**src/rtl/pic_map.svh**
```systemverilog
// Register map, field positions, vectors and timing counts of the interrupt controller
`ifndef PIC_MAP_SVH
`define PIC_MAP_SVH
`define PIC_ADDR_ENABLE_LO   8'hA8
`define PIC_ADDR_PRIO_LO     8'hA9
`define PIC_ADDR_ENABLE_HI   8'hB8
`define PIC_ADDR_PRIO_HI     8'hB9
`define PIC_ADDR_REQ_FLAGS   8'hC0
`define PIC_ADDR_EVT_STATUS  8'hC8
`define PIC_ADDR_EVT_MASK    8'hC9
`define PIC_RESET_BYTE       8'h00
`define PIC_MASK_ENABLE_LO   8'hBF
`define PIC_MASK_ENABLE_HI   8'hB3
`define PIC_MASK_PRIO        8'h3F
`define PIC_MASK_REQ_FLAGS   8'hF3
`define PIC_MASK_EVT         8'h03
`define PIC_HWCLR_REQ_FLAGS  8'h32
`define PIC_BIT_GLOBAL_EN    7
`define PIC_BIT_TMR2_EN      5
`define PIC_BIT_SER0_EN      4
`define PIC_BIT_TMR1_EN      3
`define PIC_BIT_EXT1_EN      2
`define PIC_BIT_TMR0_EN      1
`define PIC_BIT_EXT0_EN      0
`define PIC_BIT_RELOAD_EN    7
`define PIC_BIT_TWI_EN       5
`define PIC_BIT_LVI_EN       4
`define PIC_BIT_SPI_EN       1
`define PIC_BIT_PWM_EN       0
`define PIC_BIT_T2_RELOAD    7
`define PIC_BIT_T2_OVF       6
`define PIC_BIT_TWI_FLAG     5
`define PIC_BIT_LVI_FLAG     4
`define PIC_BIT_SPI_FLAG     1
`define PIC_BIT_PWM_FLAG     0
`define PIC_EVT_TAKEN        0
`define PIC_EVT_RETURN       1
`define PIC_VEC_EXT0         16'h0003
`define PIC_VEC_PWM          16'h0043
`define PIC_VEC_TMR0         16'h000B
`define PIC_VEC_SPI          16'h004B
`define PIC_VEC_EXT1         16'h0013
`define PIC_VEC_TMR1         16'h001B
`define PIC_VEC_SER0         16'h0023
`define PIC_VEC_LVI          16'h0063
`define PIC_VEC_TMR2         16'h002B
`define PIC_VEC_TWI          16'h006B
`define PIC_NUM_SOURCES      10
`define PIC_NUM_LEVELS       4
`define PIC_FORCED_LONG_CALL_CYCLES     6
`endif

```
**src/rtl/pic_pkg.sv**
```systemverilog
// Types shared by the interrupt controller and its users
package pic_pkg;
    typedef struct packed {
        logic [7:0] addr;
        logic [7:0] wdata;
        logic       wr;
        logic       rd;
    } pic_bus_t;
    typedef enum logic [0:0] {
        PIC_IDLE = 1'b0,
        PIC_CALL = 1'b1
    } pic_state_t;
endpackage

```
**src/rtl/pic_ctrl.sv**
```systemverilog
// Prioritized interrupt controller with ten sources and four levels
`timescale 1ns/1ns
`default_nettype none
`include "pic_map.svh"
module pic_ctrl #(
    parameter int unsigned CALL_CYCLES = `PIC_FORCED_LONG_CALL_CYCLES
) (
    // Clock and reset
    input  wire logic             i_ref_clk,
    input  wire logic             i_reset,
    // Register bus
    input  wire pic_pkg::pic_bus_t i_bus,
    output logic [7:0]            o_rdata,
    // Flags held inside peripherals
    input  wire logic             i_ext_pin0_flag,
    input  wire logic             i_tmr0_overflow_flag,
    input  wire logic             i_ext_pin1_flag,
    input  wire logic             i_tmr1_overflow_flag,
    input  wire logic             i_serial0_rx_flag,
    input  wire logic             i_serial0_tx_flag,
    // One-cycle events that set the request register
    input  wire logic             i_tmr2_overflow_evt,
    input  wire logic             i_tmr2_reload_evt,
    input  wire logic             i_twowire_evt,
    input  wire logic             i_lowvolt_evt,
    input  wire logic             i_spi_evt,
    input  wire logic             i_pwm_evt,
    // Core handshake
    input  wire logic             i_instr_end,
    input  wire logic             i_return_from_interrupt,
    output logic                  o_forced_long_call,
    output logic [15:0]           o_vector,
    output logic [1:0]            o_level,
    output logic                  o_vector_taken,
    output logic [9:0]            o_src_ack,
    // Interrupt to the host
    output logic                  o_irq
);
    import pic_pkg::*;

    localparam int NSRC = `PIC_NUM_SOURCES;
    localparam int NLVL = `PIC_NUM_LEVELS;
    // Source index follows the polling order
    localparam logic [15:0] VEC [NSRC] = '{`PIC_VEC_EXT0, `PIC_VEC_PWM, `PIC_VEC_TMR0, `PIC_VEC_SPI,
        `PIC_VEC_EXT1, `PIC_VEC_TMR1, `PIC_VEC_SER0, `PIC_VEC_LVI, `PIC_VEC_TMR2, `PIC_VEC_TWI};
    localparam int GRP [NSRC] = '{0, 0, 1, 1, 2, 3, 4, 4, 5, 5};

    logic [7:0]      enable_lo_q;
    logic [7:0]      enable_hi_q;
    logic [7:0]      prio_lo_q;
    logic [7:0]      prio_hi_q;
    logic [7:0]      req_flags_q;
    logic [7:0]      req_flags_d;
    logic [7:0]      evt_status_q;
    logic [7:0]      evt_mask_q;
    logic [NSRC-1:0] sample_q;
    logic [NSRC-1:0] sample_d;
    logic [NSRC-1:0] src_en;
    logic [NSRC-1:0] pending;
    logic [1:0]      src_lvl [NSRC];
    logic [NLVL-1:0] in_service_q;
    logic [NLVL-1:0] ret_clear;
    logic [1:0]      cur_lvl;
    logic            win_ok;
    logic [3:0]      win_src;
    logic [1:0]      win_lvl;
    logic            start;
    logic            last_call;
    logic            ack_next;
    logic [3:0]      src_q;
    logic [2:0]      cnt_q;
    pic_state_t      state_q;
    logic            wr_en;
    logic [7:0]      evt_set;

    assign wr_en = i_bus.wr;

    // Enable, priority and event mask registers
    always_ff @(posedge i_ref_clk) begin
        if (i_reset) begin
            enable_lo_q <= `PIC_RESET_BYTE;
            enable_hi_q <= `PIC_RESET_BYTE;
            prio_lo_q   <= `PIC_RESET_BYTE;
            prio_hi_q   <= `PIC_RESET_BYTE;
            evt_mask_q  <= `PIC_RESET_BYTE;
        end else if (wr_en) begin
            case (i_bus.addr)
                `PIC_ADDR_ENABLE_LO:  enable_lo_q <= i_bus.wdata & `PIC_MASK_ENABLE_LO;
                `PIC_ADDR_ENABLE_HI:  enable_hi_q <= i_bus.wdata & `PIC_MASK_ENABLE_HI;
                `PIC_ADDR_PRIO_LO:    prio_lo_q   <= i_bus.wdata & `PIC_MASK_PRIO;
                `PIC_ADDR_PRIO_HI:    prio_hi_q   <= i_bus.wdata & `PIC_MASK_PRIO;
                `PIC_ADDR_EVT_MASK:   evt_mask_q  <= i_bus.wdata & `PIC_MASK_EVT;
                default: ;
            endcase
        end
    end

    // Request register: software write, hardware clear on vectoring, then events win
    always_comb begin
        req_flags_d = req_flags_q;
        if (wr_en && i_bus.addr == `PIC_ADDR_REQ_FLAGS) begin
            req_flags_d = i_bus.wdata & `PIC_MASK_REQ_FLAGS;
        end
        // Timer-2 and PWM flags stay set through vectoring
        if (last_call && (src_q == 4'h3 || src_q == 4'h7 || src_q == 4'h9)) begin
            req_flags_d = req_flags_d & ~(`PIC_HWCLR_REQ_FLAGS & (
                (src_q == 4'h3) ? (8'h01 << `PIC_BIT_SPI_FLAG) :
                (src_q == 4'h7) ? (8'h01 << `PIC_BIT_LVI_FLAG) : (8'h01 << `PIC_BIT_TWI_FLAG)));
        end
        req_flags_d[`PIC_BIT_T2_RELOAD] = req_flags_d[`PIC_BIT_T2_RELOAD] | i_tmr2_reload_evt;
        req_flags_d[`PIC_BIT_T2_OVF]    = req_flags_d[`PIC_BIT_T2_OVF] | i_tmr2_overflow_evt;
        req_flags_d[`PIC_BIT_TWI_FLAG]  = req_flags_d[`PIC_BIT_TWI_FLAG] | i_twowire_evt;
        req_flags_d[`PIC_BIT_LVI_FLAG]  = req_flags_d[`PIC_BIT_LVI_FLAG] | i_lowvolt_evt;
        req_flags_d[`PIC_BIT_SPI_FLAG]  = req_flags_d[`PIC_BIT_SPI_FLAG] | i_spi_evt;
        req_flags_d[`PIC_BIT_PWM_FLAG]  = req_flags_d[`PIC_BIT_PWM_FLAG] | i_pwm_evt;
    end

    always_ff @(posedge i_ref_clk) begin
        if (i_reset) begin
            req_flags_q <= `PIC_RESET_BYTE;
        end else begin
            req_flags_q <= req_flags_d;
        end
    end

    // Request sample per machine cycle, in polling order except serial0 at 7 and low-voltage at 6
    assign sample_d = {
        req_flags_q[`PIC_BIT_TWI_FLAG],
        req_flags_q[`PIC_BIT_T2_OVF] | (req_flags_q[`PIC_BIT_T2_RELOAD] & enable_hi_q[`PIC_BIT_RELOAD_EN]),
        i_serial0_rx_flag | i_serial0_tx_flag,
        req_flags_q[`PIC_BIT_LVI_FLAG],
        i_tmr1_overflow_flag,
        i_ext_pin1_flag,
        req_flags_q[`PIC_BIT_SPI_FLAG],
        i_tmr0_overflow_flag,
        req_flags_q[`PIC_BIT_PWM_FLAG],
        i_ext_pin0_flag};
    // Reorder: index 6 is serial0 and 7 is low-voltage
    logic [NSRC-1:0] sample_ord;
    assign sample_ord = {sample_d[9:8], sample_d[6], sample_d[7], sample_d[5:0]};

    always_ff @(posedge i_ref_clk) begin
        if (i_reset) begin
            sample_q <= '0;
        end else begin
            sample_q <= sample_ord;
        end
    end

    // Per-source enables gated by the global enable
    assign src_en = {enable_hi_q[`PIC_BIT_TWI_EN], enable_lo_q[`PIC_BIT_TMR2_EN], enable_hi_q[`PIC_BIT_LVI_EN],
        enable_lo_q[`PIC_BIT_SER0_EN], enable_lo_q[`PIC_BIT_TMR1_EN], enable_lo_q[`PIC_BIT_EXT1_EN],
        enable_hi_q[`PIC_BIT_SPI_EN], enable_lo_q[`PIC_BIT_TMR0_EN], enable_hi_q[`PIC_BIT_PWM_EN],
        enable_lo_q[`PIC_BIT_EXT0_EN]};
    assign pending = sample_q & src_en & {NSRC{enable_lo_q[`PIC_BIT_GLOBAL_EN]}};

    // Group level from the two priority registers
    for (genvar g = 0; g < NSRC; g++) begin : g_lvl
        assign src_lvl[g] = {prio_hi_q[GRP[g]], prio_lo_q[GRP[g]]};
    end

    // Highest level wins, first in polling order breaks a tie
    always_comb begin
        win_ok  = 1'b0;
        win_src = 4'h0;
        win_lvl = 2'h0;
        for (int i = 0; i < NSRC; i++) begin
            if (pending[i] && (!win_ok || src_lvl[i] > win_lvl)) begin
                win_ok  = 1'b1;
                win_src = 4'(i);
                win_lvl = src_lvl[i];
            end
        end
    end

    // Level now in service and the marker a return clears
    always_comb begin
        cur_lvl   = 2'h0;
        ret_clear = '0;
        for (int l = 0; l < NLVL; l++) begin
            if (in_service_q[l]) begin
                cur_lvl = 2'(l);
            end
        end
        if (in_service_q != '0) begin
            ret_clear[cur_lvl] = 1'b1;
        end
    end

    // Preempt only from strictly higher level
    assign start = (state_q == PIC_IDLE) && i_instr_end && win_ok &&
                   ((in_service_q == '0) || (win_lvl > cur_lvl));
    assign last_call = (state_q == PIC_CALL) && (cnt_q == 3'(CALL_CYCLES - 1));
    // One cycle ahead of the last call cycle, so the registered pulses land inside it (needs two or more call cycles)
    assign ack_next  = (state_q == PIC_CALL) && (cnt_q == 3'(CALL_CYCLES - 2));

    // Forced call sequencer
    always_ff @(posedge i_ref_clk) begin
        if (i_reset) begin
            state_q <= PIC_IDLE;
            cnt_q   <= 3'h0;
            src_q   <= 4'h0;
            o_level <= 2'h0;
            o_vector <= 16'h0000;
            o_forced_long_call <= 1'b0;
        end else begin
            case (state_q)
                PIC_IDLE: begin
                    if (start) begin
                        state_q  <= PIC_CALL;
                        cnt_q    <= 3'h0;
                        src_q    <= win_src;
                        o_level  <= win_lvl;
                        o_vector <= VEC[win_src];
                        o_forced_long_call <= 1'b1;
                    end
                end
                PIC_CALL: begin
                    cnt_q <= cnt_q + 3'h1;
                    if (last_call) begin
                        state_q <= PIC_IDLE;
                        o_forced_long_call <= 1'b0;
                    end
                end
                default: begin
                    state_q <= PIC_IDLE;
                end
            endcase
        end
    end

    // Taken pulse and acknowledge stand in the last call cycle; markers follow one cycle later
    always_ff @(posedge i_ref_clk) begin
        if (i_reset) begin
            o_vector_taken <= 1'b0;
            o_src_ack      <= '0;
            in_service_q   <= '0;
        end else begin
            o_vector_taken <= ack_next;
            o_src_ack      <= ack_next ? (10'h001 << src_q) : '0;
            in_service_q   <= (in_service_q & ~(i_return_from_interrupt ? ret_clear : '0)) |
                              (last_call ? (4'h1 << o_level) : 4'h0);
        end
    end

    // Event status, set wins over a write-one clear
    assign evt_set = {6'h00, i_return_from_interrupt && (in_service_q != '0), last_call};
    always_ff @(posedge i_ref_clk) begin
        if (i_reset) begin
            evt_status_q <= `PIC_RESET_BYTE;
            o_irq        <= 1'b0;
        end else begin
            evt_status_q <= (evt_status_q & ~((wr_en && i_bus.addr == `PIC_ADDR_EVT_STATUS) ?
                            i_bus.wdata : 8'h00)) | evt_set;
            o_irq        <= |(evt_status_q & evt_mask_q);
        end
    end

    // Read data one cycle after the strobe
    always_ff @(posedge i_ref_clk) begin
        if (i_reset) begin
            o_rdata <= 8'h00;
        end else if (i_bus.rd) begin
            case (i_bus.addr)
                `PIC_ADDR_ENABLE_LO:  o_rdata <= enable_lo_q;
                `PIC_ADDR_ENABLE_HI:  o_rdata <= enable_hi_q;
                `PIC_ADDR_PRIO_LO:    o_rdata <= prio_lo_q;
                `PIC_ADDR_PRIO_HI:    o_rdata <= prio_hi_q;
                `PIC_ADDR_REQ_FLAGS:  o_rdata <= req_flags_q;
                `PIC_ADDR_EVT_STATUS: o_rdata <= evt_status_q;
                `PIC_ADDR_EVT_MASK:   o_rdata <= evt_mask_q;
                default:              o_rdata <= 8'h00;
            endcase
        end else begin
            o_rdata <= 8'h00;
        end
    end
endmodule
`default_nettype wire

```
**config.mk**
```make
export PLATFORM = sky130hd
export DESIGN_NAME = pic_ctrl
export DESIGN_NICKNAME = d
export VERILOG_FILES = /design/src/rtl/pic_pkg.sv /design/src/rtl/pic_ctrl.sv
export VERILOG_INCLUDE_DIRS = /design/src /design/src/rtl
export SDC_FILE = /design/constraint.sdc
export NUM_CORES = 1
export LEC_CHECK = 0
export BUFFER_PORTS_ARGS = -buffer_cell sky130_fd_sc_hd__buf_4
export CAP_MARGIN = 30
export CORE_MARGIN = 4
export CORE_UTILIZATION = 45
export CTS_BUF_LIST = sky130_fd_sc_hd__clkbuf_8 sky130_fd_sc_hd__clkbuf_16
export CTS_CLUSTER_DIAMETER = 80
export DETAILED_ROUTE_END_ITERATION = 7
export GPL_TIMING_DRIVEN = 0
export PLACE_DENSITY = 0.66
export SYNTH_ARGS = -nofsm -noshare
export SYNTH_HDL_FRONTEND = slang
export SYNTH_SLANG_ARGS = --single-unit
```
**constraint.sdc**
```tcl
create_clock -name i_ref_clk -period 29.7 [get_ports i_ref_clk]
set_clock_uncertainty 0.1 [all_clocks]
set_input_delay 4.455 -clock i_ref_clk [delete_from_list [all_inputs] [get_ports i_ref_clk]]
set_output_delay 4.455 -clock i_ref_clk [all_outputs]
set_load 0.03 [all_outputs]
```
==> results_dict.tcl <==
set metrics [dict create \
    setup_tns_ns 0 \
    fill_cells 894 \
    multiInputGateArea_mm2 0.00247 \
    post_cts_buffers 0 \
    arrival_ns 13.65 \
    synth_top_area_share 0.399 \
    regArea_mm2 0.00180 \
    ys_warn_count 0 \
    routedWlPerCell_um 16.6 \
    cts_max_level 3 \
    crit_type "register to register" \
    pwr_density_cell_mw_per_mm2 42.9 \
    cp_slowest_cell "clkbuf_1" \
    n_antenna_cell 0 \
    place.gp.congestion 0.907 \
    syn_to_final_growth_pct 19.7 \
    p_leak_nw 2.09 \
    syn_inst 548 \
    start_kind "register" \
    max_cap_viol_count 0 \
    synth.distinct_cells 66 \
    layout_setup_ws_ns 16.20 \
    dp_slack_ns 16.37 \
    drv_slew 0 \
    synth-edff-count 0 \
    cts_buffers 9 \
    outcome "complete, no violations" \
    insertion_delay_ns 0.38 \
    drc 0 \
    core_mm2 0.00977 \
    setup-violations-final 0 \
    syn_area_mm2 0.00451 \
    dpl.hpwl_mm 9.58 \
    die_w_um 108 \
    grt_pass1_vias 4061 \
    required_ns 29.84 \
    grt_overflow_total 0 \
    cpMostUsedCell "ha_1" \
    max_stage_delay_ns 0.47 \
    ys_ff_latch 90 \
    fin_crit_ns 13.50 \
    yosys-top-cells-area "dfxtp_1 40%, a21oi_1 6.7%, nand2_1 5.2%" \
    dieArea_mm2 0.0117 \
    path_max_fanout 10 \
    peakVddDrop_v 0.0000269 \
    rsz0062_at_grt "false" \
    ctsHoldBuffers 0 \
    cts_resized 0 \
    avgSynthCellArea_um2 8.23 \
    via_count 4335 \
    layout_commonest_cell "dfxtp_1" \
    drive_above_1_share 0.184 \
    max_freq_ghz 0.0741 \
    wl_mm 12.8 \
    drtIter0Drc 392 \
    path_buf_inv 7 \
    yosysTopAreaCell "dfxtp_1" \
    end_kind "register" \
    vias_per_cell 5.64 \
    grt_first_pass_wirelength_mm 20.3 \
    antenna_found_initial 0 \
    fp-row-count 36 \
    final_util 0.552 \
    yosys_most_used_dff "dfxtp_1" \
    slew_headroom 0.466 \
    finalHoldViolCount 0 \
    clkTransAtPathRegs_ns 0.10 \
    synthArstFlopShare 0 \
    drt.antenna.violating_nets 0 \
    nNetsFinal 680 \
    dr.pass1.iters 7 \
    cp_top_family "compound AO/OA/AOI/OAI gates" \
    start_util 0.461 \
    cts_tree "done" \
    synth-seq-area-share 0.399 \
    portBuffers 61 \
    fin_crit_sh 0.455 \
    final_cells 768 \
    tightest_slew_ns 0.790 \
    die_h_um 108 \
    timing.hold.ws_ns 0.361 \
    cts_root_buffer "clkbuf_8" \
    grt_max_degree 16 \
    grt_usage 0.223 \
    clock-sinks 90 \
    clockBufferDepth 2 \
    min_path_type "register to register" \
    place_inst 752 \
    final_cell_mix "90 x dfxtp_1, 72 x buf_4, 63 x nand2_1" \
    boundaryPins 73 \
]
## power by group
group	internal (mW)	total, mW	switching (mW)
combinational	0.00554	0.0135	0.00792
sequential	0.122	0.123	0.00111
clock	0.0498	0.0950	0.0452
total	0.177	0.232	0.0542
## registers in the layout, summed over array words and instances, names as in the netlist, 4 cells and up
signal and flops:
enable_hi_q 5, enable_lo_q 7, evt_status_q 8, in_service_q 4
o_rdata 8, o_src_ack 10, o_vector 5, prio_hi_q 6
prio_lo_q 6, req_flags_q 6, sample_q 10, src_q 4
## stage by stage
step | area [um2] | power [mW]
final | 5400 | 0.232
after detailed placement | 5170 | 0.139
after global routing | 5400 | 0.241
after floorplan | 4540 | 0.132
after CTS | 5400 | 0.233
after global placement | 5170 | 0.139
## logic make-up (layout without fill, tap and decap cells)
family / count (synthesis) / in the layout / share of synthesized area
adders and majority gates: 17 / 17 / 0.0466
and+or+nand+nor: 225 / 225 / 0.240
muxes: 15 / 15 / 0.0374
other: 1 / 10 / 0.000831
buffers and inverters: 56 / 134 / 0.0594
AOI/OAI and AO/OA: 144 / 144 / 0.216
DFF: 90 / 90 / 0.399
## path summary, 6_finish.rpt
check,start,end,slack [ns],depth (start not counted)
hold / removal,evt_status_q[5]$_SDFF_PP0_,evt_status_q[5]$_SDFF_PP0_,0.36,2
setup reg to reg,enable_lo_q[7]$_SDFFE_PP0P_,cnt_q[1]$_SDFFE_PP0P_,16.20,61
setup / recovery,enable_lo_q[7]$_SDFFE_PP0P_,cnt_q[1]$_SDFFE_PP0P_,16.20,61
hold reg to reg,evt_status_q[5]$_SDFF_PP0_,evt_status_q[5]$_SDFF_PP0_,0.36,2
## cell type report
type | count | area share
multi-input cells | 411 | 0.458
well taps | 133 | 0.0308
clock buffers | 10 | 0.0255
plain buffers | 36 | 0.0357
repair buffers | 62 | 0.0857
clock inverters | 6 | 0.0165
inverters | 20 | 0.0139
flip-flops and latches | 90 | 0.334
## layer usage
layer / up-vias / track usage / part of all wire
met4: 0 / 0.0803 / 0.021
met1: 2028 / 0.291 / 0.45
met3: 29 / 0.0448 / 0.068
met5: - / 0 / 0
li1: 2107 / - / -
met2: 171 / 0.367 / 0.47
## synth_stat cells (all sizes together) (3+ instances only)
cell type	count
o211ai	3
nor2	57
nor2b	15
a21o	3
nor3	10
a22oi	24
buf	17
mux2i	9
ha	16
mux2	6
o21ai	11
a32oi	3
or2	3
nand2b	11
and3	6
o31ai	6
nand2	63
inv	20
dfxtp	90
a31oi	5
nand3b	4
nand3	39
clkbuf	19
a211oi	6
or3	4
a21oi	60
## tightest hold or removal path: stages (launching register included)
cell      delay (ns)
dfxtp_1         0.33
nand2b_1        0.06
a21oi_1         0.04
No activity file was read; power rests on OpenSTA's default activity.
